`src/include/rst_ctrl_pkg.sv`:
```
// Constants for the reset source controller.
// Assumes a 100 MHz core clock; analog comparators arrive as async levels.
package rst_ctrl_pkg;
   localparam int          CLOCK_HZ            = 100_000_000;
   // Extra hold after the reset pin releases, in microseconds
   localparam int          RELEASE_DELAY_US    = 10;
   localparam int          RELEASE_DELAY_CYC   = RELEASE_DELAY_US * (CLOCK_HZ / 1_000_000);
   // Least time a supply dip must last to count, in microseconds (rounded up)
   localparam int          QUALIFY_US          = 1;
   localparam int          QUALIFY_CYC         = QUALIFY_US * (CLOCK_HZ / 1_000_000);
   localparam int          CNT_W               = 16;
   localparam int          PC_W                = 11;
   localparam int          SP_W                = 3;
   localparam int          PORT_W              = 8;
   localparam int          PORT_N              = 5;
   localparam logic [PC_W-1:0]   PC_RESET      = 11'h000;
   localparam logic [SP_W-1:0]   SP_TOP        = 3'h0;
   localparam logic [PORT_W-1:0] PORT_RESET    = 8'hff;
   // Status bit positions in the event register
   localparam int          EV_PIN              = 0;
   localparam int          EV_LOWSUP           = 1;
   localparam int          EV_WD_RUN           = 2;
   localparam int          EV_WD_HALT          = 3;
   localparam int          EV_W                = 4;
   // APB byte offsets
   localparam logic [7:0]  OFS_FLAGS           = 8'h00;
   localparam logic [7:0]  OFS_CFG             = 8'h04;
   localparam logic [7:0]  OFS_EVENT           = 8'h08;
   localparam logic [7:0]  OFS_MASK            = 8'h0c;
   localparam logic [7:0]  OFS_STATE           = 8'h10;
   localparam logic [31:0] CFG_RESET           = 32'h0000_0001;
   // Configuration field positions
   localparam int          CFG_DET_EN          = 0;
   localparam int          CFG_THR_LSB         = 1;
   localparam int          CFG_TMR_ON          = 4;
   localparam int          CFG_INT_ON          = 5;

   typedef enum logic [1:0] {ST_HOLD, ST_DELAY, ST_RUN, ST_HALT} seq_state_t;
endpackage

```
`src/rtl/rst_ctrl.sv`:
```
// Reset source controller: merges power-on, pin, low supply and run-state watchdog
// resets into one core reset, tracks the two status flags, APB registers.
// Assumes analog detector outputs and the pin are asynchronous to clock_i.
//
// Decided for this implementation: the APB register port and the placing of the registers.
`timescale 1ns/1ps
module rst_ctrl
   import rst_ctrl_pkg::*;
(
   // Clock and power-on reset
   input  wire logic               clock_i,
   input  wire logic               resetn_i,
   // Reset sources and halt request
   input  wire logic               external_reset_pin_n_i,
   input  wire logic               low_supply_i,
   input  wire logic               watchdog_timeout_i,
   input  wire logic               halt_i,
   // Core reset controls
   output logic                    core_reset_n_o,
   output logic                    pc_clear_o,
   output logic                    sp_clear_o,
   output logic                    state_reset_o,
   output logic                    watchdog_clear_o,
   output logic [1:0]              low_supply_threshold_o,
   output logic                    watchdog_timeout_flag_o,
   output logic                    powerdown_flag_o,
   output logic [PC_W-1:0]         pc_reset_o,
   output logic [SP_W-1:0]         sp_reset_o,
   output logic [PORT_W*PORT_N-1:0] port_reset_o,
   output logic                    timer_enable_o,
   output logic                    int_enable_o,
   // APB slave
   input  wire logic               psel_i,
   input  wire logic               penable_i,
   input  wire logic               pwrite_i,
   input  wire logic [7:0]         paddr_i,
   input  wire logic [31:0]        pwdata_i,
   output logic [31:0]             prdata_o,
   output logic                    pready_o,
   output logic                    pslverr_o,
   output logic                    irq_o
);

   typedef struct packed {
      logic [2:0]       pin_sync;
      logic [2:0]       low_sync;
      logic             pin_level;
      logic             low_level;
      seq_state_t       state;
      logic [CNT_W-1:0] startup_delay_counter;
      logic [CNT_W-1:0] qualify_cnt;
      logic             to_flag;
      logic             pd_flag;
      logic [31:0]      cfg;
      logic [EV_W-1:0]  events;
      logic [EV_W-1:0]  mask;
      logic             core_rst_n;
      logic             pc_clr;
      logic             sp_clr;
      logic             st_rst;
      logic             wd_clr;
      logic             tmr_en;
      logic             int_en;
      logic [31:0]      rdata;
      logic             ready;
      logic             slverr;
      logic             irq;
   } state_t;

   state_t s_reg;
   state_t s_next;

   function automatic logic [31:0] rd_mux(input state_t s, input logic [7:0] a);
      logic [31:0] r;
      r = 32'h0000_0000;
      unique case (a)
         OFS_FLAGS: r = {30'h0, s.pd_flag, s.to_flag};
         OFS_CFG:   r = s.cfg;
         OFS_EVENT: r = {28'h0, s.events};
         OFS_MASK:  r = {28'h0, s.mask};
         OFS_STATE: r = {29'h0, s.core_rst_n, s.state};
         default:   r = 32'h0000_0000;
      endcase
      return r;
   endfunction

   logic            access;
   logic            wr_hit;
   logic            pin_rst;
   logic            low_rst;
   logic [EV_W-1:0] ev_set;

   always_comb begin
      s_next = s_reg;
      access = psel_i && penable_i && !s_reg.ready;
      wr_hit = access && pwrite_i;
      // Three-stage synchroniser; a change counts when stages two and three agree
      s_next.pin_sync = {s_reg.pin_sync[1:0], external_reset_pin_n_i};
      s_next.low_sync = {s_reg.low_sync[1:0], low_supply_i};
      if (s_reg.pin_sync[2] == s_reg.pin_sync[1]) begin
         s_next.pin_level = s_reg.pin_sync[2];
      end
      if (s_reg.low_sync[2] == s_reg.low_sync[1]) begin
         s_next.low_level = s_reg.low_sync[2];
      end
      // Detector disabled by option: dips are never counted
      if (s_reg.low_level && s_reg.cfg[CFG_DET_EN]) begin
         if (s_reg.qualify_cnt <= CNT_W'(QUALIFY_CYC)) begin
            s_next.qualify_cnt = s_reg.qualify_cnt + 1'b1;
         end
      end else begin
         s_next.qualify_cnt = '0;
      end
      pin_rst = !s_reg.pin_level;
      low_rst = s_reg.qualify_cnt > CNT_W'(QUALIFY_CYC);
      ev_set  = '0;
      s_next.pc_clr = 1'b0;
      s_next.sp_clr = 1'b0;
      s_next.wd_clr = 1'b0;
      unique case (s_reg.state)
         ST_HOLD: begin
            s_next.core_rst_n = 1'b0;
            s_next.st_rst     = 1'b1;
            s_next.tmr_en     = 1'b0;
            s_next.int_en     = 1'b0;
            if (!pin_rst && !low_rst) begin
               s_next.state = ST_DELAY;
               s_next.startup_delay_counter = '0;
            end
         end
         ST_DELAY: begin
            s_next.startup_delay_counter = s_reg.startup_delay_counter + 1'b1;
            if (pin_rst || low_rst) begin
               s_next.state = ST_HOLD;
            end else if (s_reg.startup_delay_counter >= CNT_W'(RELEASE_DELAY_CYC - 1)) begin
               s_next.state      = ST_RUN;
               s_next.core_rst_n = 1'b1;
               s_next.st_rst     = 1'b0;
               s_next.wd_clr     = 1'b1;
               s_next.tmr_en     = s_reg.cfg[CFG_TMR_ON];
               s_next.int_en     = s_reg.cfg[CFG_INT_ON];
            end
         end
         ST_RUN: begin
            if (pin_rst || low_rst) begin
               // Flags are left alone
               s_next.state      = ST_HOLD;
               s_next.core_rst_n = 1'b0;
               ev_set[EV_PIN]    = pin_rst;
               ev_set[EV_LOWSUP] = low_rst;
            end else if (watchdog_timeout_i) begin
               s_next.state      = ST_HOLD;
               s_next.core_rst_n = 1'b0;
               s_next.to_flag    = 1'b1;
               ev_set[EV_WD_RUN] = 1'b1;
            end else if (halt_i) begin
               s_next.state   = ST_HALT;
               s_next.pd_flag = 1'b1;
               s_next.to_flag = 1'b0;
               s_next.wd_clr  = 1'b1;
            end
         end
         ST_HALT: begin
            if (pin_rst || low_rst) begin
               s_next.state      = ST_HOLD;
               s_next.core_rst_n = 1'b0;
               ev_set[EV_PIN]    = pin_rst;
               ev_set[EV_LOWSUP] = low_rst;
            end else if (watchdog_timeout_i) begin
               // Warm reset: only PC and SP cleared, core keeps running state
               s_next.state       = ST_RUN;
               s_next.pc_clr      = 1'b1;
               s_next.sp_clr      = 1'b1;
               s_next.to_flag     = 1'b1;
               s_next.pd_flag     = 1'b1;
               ev_set[EV_WD_HALT] = 1'b1;
            end
         end
      endcase
      // Any path into reset drops the enables in that same cycle, not one later
      if (!s_next.core_rst_n) begin
         s_next.st_rst = 1'b1;
         s_next.tmr_en = 1'b0;
         s_next.int_en = 1'b0;
      end
      // APB slave with one wait state; unmapped reads give zero and an error
      s_next.ready  = access;
      s_next.slverr = access && !(paddr_i inside {OFS_FLAGS, OFS_CFG, OFS_EVENT,
                                                  OFS_MASK, OFS_STATE});
      if (access && !pwrite_i) begin
         s_next.rdata = rd_mux(s_reg, paddr_i);
      end
      if (wr_hit && paddr_i == OFS_CFG) begin
         s_next.cfg = pwdata_i;
      end
      if (wr_hit && paddr_i == OFS_MASK) begin
         s_next.mask = pwdata_i[EV_W-1:0];
      end
      // Set wins over write-one-to-clear
      if (wr_hit && paddr_i == OFS_EVENT) begin
         s_next.events = (s_reg.events & ~pwdata_i[EV_W-1:0]) | ev_set;
      end else begin
         s_next.events = s_reg.events | ev_set;
      end
      s_next.irq = |(s_next.events & s_next.mask);
   end

   always_ff @(posedge clock_i) begin
      if (!resetn_i) begin
         s_reg            <= '0;
         s_reg.pin_sync   <= 3'h0;
         s_reg.state      <= ST_HOLD;
         s_reg.to_flag    <= 1'b0;
         s_reg.pd_flag    <= 1'b0;
         s_reg.cfg        <= CFG_RESET;
         s_reg.st_rst     <= 1'b1;
         s_reg.core_rst_n <= 1'b0;
      end else begin
         s_reg <= s_next;
      end
   end

   assign core_reset_n_o          = s_reg.core_rst_n;
   assign pc_clear_o              = s_reg.pc_clr;
   assign sp_clear_o              = s_reg.sp_clr;
   assign state_reset_o           = s_reg.st_rst;
   assign watchdog_clear_o        = s_reg.wd_clr;
   assign low_supply_threshold_o  = s_reg.cfg[CFG_THR_LSB +: 2];
   assign watchdog_timeout_flag_o = s_reg.to_flag;
   assign powerdown_flag_o        = s_reg.pd_flag;
   assign pc_reset_o              = PC_RESET;
   assign sp_reset_o              = SP_TOP;
   assign port_reset_o            = {PORT_N{PORT_RESET}};
   assign timer_enable_o          = s_reg.tmr_en;
   assign int_enable_o            = s_reg.int_en;
   assign prdata_o                = s_reg.rdata;
   assign pready_o                = s_reg.ready;
   assign pslverr_o               = s_reg.slverr;
   assign irq_o                   = s_reg.irq;

   // Assertions
   // Reference count of a qualifying dip, kept apart from the design counter
   int dip_cnt;
   always_ff @(posedge clock_i) begin
      if (!resetn_i) begin
         dip_cnt <= 0;
      end else if (s_reg.low_level && s_reg.cfg[CFG_DET_EN]) begin
         dip_cnt <= dip_cnt + 1;
      end else begin
         dip_cnt <= 0;
      end
   end

   // Sequencing and reset outputs
   hold_on_pin_a: assert property (@(posedge clock_i) disable iff (!resetn_i)
      !s_reg.pin_level |=> !core_reset_n_o)
      else $error("core left reset while pin low");
   release_delay_a: assert property (@(posedge clock_i) disable iff (!resetn_i)
      $rose(core_reset_n_o) |-> $past(s_reg.state) == ST_DELAY
          && $past(s_reg.startup_delay_counter) == CNT_W'(RELEASE_DELAY_CYC - 1))
      else $error("release without delay");
   core_state_a: assert property (@(posedge clock_i) disable iff (!resetn_i)
      core_reset_n_o == (s_reg.state inside {ST_RUN, ST_HALT}))
      else $error("core reset does not follow sequencer");
   reset_pair_a: assert property (@(posedge clock_i) disable iff (!resetn_i)
      core_reset_n_o != state_reset_o)
      else $error("core reset and state reset disagree");
   ints_off_a: assert property (@(posedge clock_i) disable iff (!resetn_i)
      !core_reset_n_o |-> !int_enable_o && !timer_enable_o)
      else $error("interrupt or timer on in reset");
   por_state_a: assert property (@(posedge clock_i)
      !resetn_i |=> !core_reset_n_o && state_reset_o && !int_enable_o && !timer_enable_o)
      else $error("power-on outputs wrong");
   por_flags_a: assert property (@(posedge clock_i)
      !resetn_i |=> !watchdog_timeout_flag_o && !powerdown_flag_o)
      else $error("power-on flags not cleared");
   wd_clear_a: assert property (@(posedge clock_i) disable iff (!resetn_i)
      $rose(core_reset_n_o) |-> watchdog_clear_o)
      else $error("watchdog not cleared");

   // Flags and warm reset clears
   pin_flags_a: assert property (@(posedge clock_i) disable iff (!resetn_i)
      (s_reg.state == ST_RUN && !s_reg.pin_level)
      |=> $stable(watchdog_timeout_flag_o) && $stable(powerdown_flag_o))
      else $error("pin reset changed flags");
   low_flags_a: assert property (@(posedge clock_i) disable iff (!resetn_i)
      (s_reg.state == ST_RUN && low_rst)
      |=> $stable(watchdog_timeout_flag_o) && $stable(powerdown_flag_o))
      else $error("low supply reset changed flags");
   halt_keep_a: assert property (@(posedge clock_i) disable iff (!resetn_i)
      (s_reg.state == ST_HALT && !watchdog_timeout_i)
      |=> $stable(watchdog_timeout_flag_o) && $stable(powerdown_flag_o))
      else $error("flags moved in power-down");
   wd_run_a: assert property (@(posedge clock_i) disable iff (!resetn_i)
      (s_reg.state == ST_RUN && s_reg.pin_level && !low_rst && watchdog_timeout_i)
      |=> watchdog_timeout_flag_o && !core_reset_n_o)
      else $error("watchdog run reset wrong");
   wd_halt_a: assert property (@(posedge clock_i) disable iff (!resetn_i)
      (s_reg.state == ST_HALT && s_reg.pin_level && !low_rst && watchdog_timeout_i)
      |=> pc_clear_o && sp_clear_o && watchdog_timeout_flag_o && powerdown_flag_o
          && core_reset_n_o)
      else $error("warm reset wrong");
   halt_flags_a: assert property (@(posedge clock_i) disable iff (!resetn_i)
      (s_reg.state == ST_RUN && s_reg.pin_level && !low_rst && !watchdog_timeout_i && halt_i)
      |=> powerdown_flag_o && !watchdog_timeout_flag_o)
      else $error("halt flags wrong");
   halt_wdclr_a: assert property (@(posedge clock_i) disable iff (!resetn_i)
      (s_reg.state == ST_RUN && s_reg.pin_level && !low_rst && !watchdog_timeout_i && halt_i)
      |=> watchdog_clear_o)
      else $error("watchdog not cleared on halt");
   warm_pulse_a: assert property (@(posedge clock_i) disable iff (!resetn_i)
      pc_clear_o |=> !pc_clear_o)
      else $error("warm reset pulse too long");
   clear_pair_a: assert property (@(posedge clock_i) disable iff (!resetn_i)
      pc_clear_o == sp_clear_o)
      else $error("counter and stack clears split");

   // Low supply detector
   short_dip_a: assert property (@(posedge clock_i) disable iff (!resetn_i)
      low_rst |-> $past(s_reg.cfg[CFG_DET_EN]) && $past(s_reg.low_level, 1))
      else $error("dip not qualified");
   dip_length_a: assert property (@(posedge clock_i) disable iff (!resetn_i)
      low_rst == (dip_cnt > QUALIFY_CYC))
      else $error("dip qualify length wrong");
   detector_off_a: assert property (@(posedge clock_i) disable iff (!resetn_i)
      !s_reg.cfg[CFG_DET_EN] |=> !low_rst)
      else $error("disabled detector still resets");
   low_reset_a: assert property (@(posedge clock_i) disable iff (!resetn_i)
      (s_reg.state == ST_RUN && low_rst) |=> !core_reset_n_o)
      else $error("low supply did not reset");

   // Register bus and interrupt
   apb_answer_a: assert property (@(posedge clock_i) disable iff (!resetn_i)
      (psel_i && penable_i && !pready_o) |=> pready_o)
      else $error("no answer after wait state");
   ready_pulse_a: assert property (@(posedge clock_i) disable iff (!resetn_i)
      pready_o |=> !pready_o)
      else $error("ready held too long");
   slverr_a: assert property (@(posedge clock_i) disable iff (!resetn_i)
      pslverr_o |-> pready_o)
      else $error("error without ready");
   sticky_events_a: assert property (@(posedge clock_i) disable iff (!resetn_i)
      !(wr_hit && paddr_i == OFS_EVENT)
      |=> (s_reg.events & $past(s_reg.events)) == $past(s_reg.events))
      else $error("event bit lost without clear");
   irq_level_a: assert property (@(posedge clock_i) disable iff (!resetn_i)
      irq_o == |(s_reg.events & s_reg.mask))
      else $error("interrupt level wrong");

   pin_reset_c: cover property (@(posedge clock_i) disable iff (!resetn_i)
      s_reg.state == ST_RUN ##1 s_reg.state == ST_HOLD);
   warm_reset_c: cover property (@(posedge clock_i) disable iff (!resetn_i)
      $rose(pc_clear_o));
   halt_c: cover property (@(posedge clock_i) disable iff (!resetn_i)
      s_reg.state == ST_HALT);
   low_c: cover property (@(posedge clock_i) disable iff (!resetn_i) low_rst);
   enables_c: cover property (@(posedge clock_i) disable iff (!resetn_i)
      $rose(int_enable_o));
endmodule

```
`config.mk`:
```
export PLATFORM = sky130hd
export DESIGN_NAME = rst_ctrl
export DESIGN_NICKNAME = d
export VERILOG_FILES = /design/src/include/rst_ctrl_pkg.sv /design/src/rtl/rst_ctrl.sv
export SDC_FILE = /design/constraint.sdc
export NUM_CORES = 1
export LEC_CHECK = 0
export ABC_AREA = 1
export BUFFER_PORTS_ARGS = -buffer_cell sky130_fd_sc_hd__clkbuf_2
export CORE_ASPECT_RATIO = 1.75
export CORE_MARGIN = 3
export CORE_UTILIZATION = 33
export DETAILED_ROUTE_END_ITERATION = 7
export GPL_TIMING_DRIVEN = 0
export PLACE_DENSITY_LB_ADDON = 0.2
export SKIP_LAST_GASP = 1
export SLEW_MARGIN = 20
export SYNTH_ARGS = -nofsm -noshare
export SYNTH_HDL_FRONTEND = slang
export SYNTH_SLANG_ARGS = --single-unit
```
`constraint.sdc`:
```
create_clock -name clock_i -period 3 [get_ports clock_i]
set_input_delay 0.6 -clock clock_i [delete_from_list [all_inputs] [get_ports clock_i]]
set_output_delay 0.6 -clock clock_i [all_outputs]
set_load 0.03 [all_outputs]
```
==> results.ini <==
[flow_run]
maxCapViolations = 0

[synth]
post_synth_main_area_contributors = sky130_fd_sc_hd__dfxtp_1 (41%), sky130_fd_sc_hd__buf_4 (11%), sky130_fd_sc_hd__nand2_1 (8.2%), sky130_fd_sc_hd__nor2_1 (6.9%), sky130_fd_sc_hd__nand3_1 (5.4%)
synth_common_cells = sky130_fd_sc_hd__nand2_1 (133), sky130_fd_sc_hd__dfxtp_1 (125), sky130_fd_sc_hd__nor2_1 (113)
syn_area_per_cell_um2 = 7.407
synth_flop_cell = sky130_fd_sc_hd__dfxtp_1
synth_cell_type_count = 40
async_set_or_reset_flop_fraction_in_the_synthesized_netlist_pct = 0
number_of_cells_produced_by_synthesis = 824
number_of_synthesized_register_bits = 125
synth-warning-count = 0
yosys.cell_count.top_type = sky130_fd_sc_hd__nand2_1
synth_area_leader_cell = sky130_fd_sc_hd__dfxtp_1
synthDominantCellAreaShare_pct = 41.00
syn-cell-area_um2 = 6103
synth_sequential_area_ratio_pct = 41.00
number_of_flops_mapped_to_enable_cells_by_yosys = 0

[sta]
setup-violations-final = 0
fin_setup_tns_ns = 0
clock_skew_ns = 0.01343
fmax_mhz = 528.1
timing_max_transition_violations_final = 0
post-route-min-period_ns = 1.894
grt_setup_unrepaired = false
worst_slack_ns = 1.106
final-hold-violation-count = 0
final.hold.worst_slack_ns = 0.3637
slew_headroom_pct = 56.74
finalCritPeriodShare_pct = 63.12
max_slew.worst_pin.slew_ns = 0.6488

[critical_path]
cp-startpoint = s_reg[100]
rr_startpoint = s_reg[100]
crit_path_required_time_ns = 3.29
crit_type = reg2reg
critical_path_peak_fanout = 5
crit_end_category = register
crit_path_start_kind = register
ff2ff_path_depth = 10
cp.arrival_ns = 2.19

[min_path]
min_delay_path_class = in2reg
worstHoldStart = external_reset_pin_n_i
hold_depth = 3

[final_layout]
nFillCells = 1898
n_antenna_cell = 0
finalNonFillerCells = 1236
syn2layout_area_growth_pct = 25.97
layout-drive-gt1-share_pct = 26.45
nets = 1046
largest_register_ffs = 76

[detailed_routing]
detail_route.wl_per_cell_um = 12.92
route.detailed.drc = 0
total_wire_length_after_detailed_routing_um = 15970
ant_nets = 0
vias_per_cell = 4.370
iteration_count_of_the_initial_detailed_routing_pass = 4
drt_iter0_drc = 217
vias = 5401

[global_route]
grt_pass1_wl_um = 24970
antenna_found_initial = 0
first_global_vias = 5110
grt_max_degree = 17
globalRouteOverflowTotal = 0
grtUsageTotal_pct = 15.98

[die]
floorplan.die_area_um2 = 20230
floorplan.die.height_um = 185.9
floorplan.io_pins = 149
core_region_area_um2 = 18140
rows = 65
initial_utilization_pct = 33.65
x_dimension_of_the_die_um = 108.8

[placed_design]
dp_worst_setup_slack_ns = 0.9034
globalplace.congestion = 0.9008
dp.final_hpwl_um = 12390
numPlacedInstances = 1204
portBuffers = 94

[cts]
cts-resized-gates = 0
clock_pin_slew_reported_for_the_worst_setup_and_hold_paths_after_clock_tree_synthesis_ns = 0.07
clockRootBuffer = sky130_fd_sc_hd__clkbuf_16
cts-buffers-inserted = 17
clock_tree.buffer_depth = 2
post-cts-setup-buffers = 0
cts_max_level = 4
postCtsHoldBufs = 0
cts.sink_count = 125
clk-insertion-delay-late_ns = 0.42
tritoncts = yes

[run_status]
run_status = finished, final reports clean

[power_and_ir_drop]
power-per-cell-area_nw_per_um2 = 612.1
peakVddDrop_mv = 0.3091
leakage_power_uw = 0.003486

[per-layer routing]
metal	track usage, %	vias up	share of wire [%]	routed length, um
met5	0	-	0	0
met4	5.915	0	1.9	306
met3	3.610	21	4.8	773
met2	31.76	129	56	8939
met1	15.58	2428	37	5950
li1	-	2823	-	-
[placed cells by master (no fill, tap or decap), types with 4 or more instances in the layout]
master                      netlist  layout
sky130_fd_sc_hd__inv_6            0       5
sky130_fd_sc_hd__conb_1           2      54
sky130_fd_sc_hd__ha_1             8       8
sky130_fd_sc_hd__dfxtp_1        125     125
sky130_fd_sc_hd__nand3_1         66      66
sky130_fd_sc_hd__inv_1           65      65
sky130_fd_sc_hd__nand4_1          4       4
sky130_fd_sc_hd__nor2_1         113     113
sky130_fd_sc_hd__nor3_1          13      13
sky130_fd_sc_hd__clkbuf_2         0      94
sky130_fd_sc_hd__nor2_2          14      14
sky130_fd_sc_hd__a21oi_1         63      63
sky130_fd_sc_hd__nand2_1        133     133
sky130_fd_sc_hd__clkbuf_1        16      16
sky130_fd_sc_hd__buf_6            5       5
sky130_fd_sc_hd__xor2_1          12      12
sky130_fd_sc_hd__clkbuf_16        0      17
sky130_fd_sc_hd__inv_2            8       8
sky130_fd_sc_hd__o21ai_0         46      46
sky130_fd_sc_hd__buf_2            8       8
sky130_fd_sc_hd__buf_4           90      90
[final cells by class]
cell class	instances	area (um^2)	share of cell area, %
tap	234	292.8	3.808
clock inverter	15	201.4	2.620
sequential	125	2502	32.55
clock buffer	17	425.4	5.533
buffer	120	835.8	10.87
inverter	73	274.0	3.564
timing repair buffer	94	470.5	6.119
multi-input combinational	558	2686	34.94
[kinds of logic (layout without fill, tap and decap cells)]
kind of cell	Yosys count	in the layout	share of synthesized area, %
adder cells (fa/ha/maj)	9	9	1.804
AND/OR/NAND/NOR	359	359	26.38
flip-flops	125	125	41.00
buffers and inverters	193	319	18.18
AO/OA/AOI/OAI	124	124	10.78
XOR/XNOR	12	12	1.722
other	2	54	0.1230
[stage by stage]
stage	util [%]	area, um^2	power [uW]
floorplan	-	6299	2349
global placement	38.94	7062	2549
detailed placement	38.94	7062	2555
CTS	42.39	7689	4769
global route	42.39	7689	4916
finish	42.39	7689	4706
[worst max-delay path, cell delays in order, from the launching register on]
cell	delay, ns
sky130_fd_sc_hd__dfxtp_1	0.42
sky130_fd_sc_hd__ha_1	0.22
sky130_fd_sc_hd__nand2_1	0.12
sky130_fd_sc_hd__nand3_1	0.11
sky130_fd_sc_hd__nand3_1	0.08
sky130_fd_sc_hd__nand2_1	0.08
sky130_fd_sc_hd__inv_2	0.05
sky130_fd_sc_hd__nor3_1	0.41
sky130_fd_sc_hd__nor2_1	0.10
sky130_fd_sc_hd__nor2_2	0.11
sky130_fd_sc_hd__nand3_1	0.06
[power breakdown]
group / total (uW) / internal, uW / switching [uW]
Combinational: 795 / 252 / 544
Clock: 2200 / 1340 / 854
Sequential: 1720 / 1690 / 28.4
Total: 4710 / 3280 / 1430
[path summary, 6_finish.rpt]
kind,slack (ns),end
worst max-delay path,1.11,state_reset_o
worst min-delay path,0.36,s_next[124]
worst max register to register,1.11,state_reset_o
worst min register to register,0.41,s_next[122]
(Power assumes the default switching activity.)
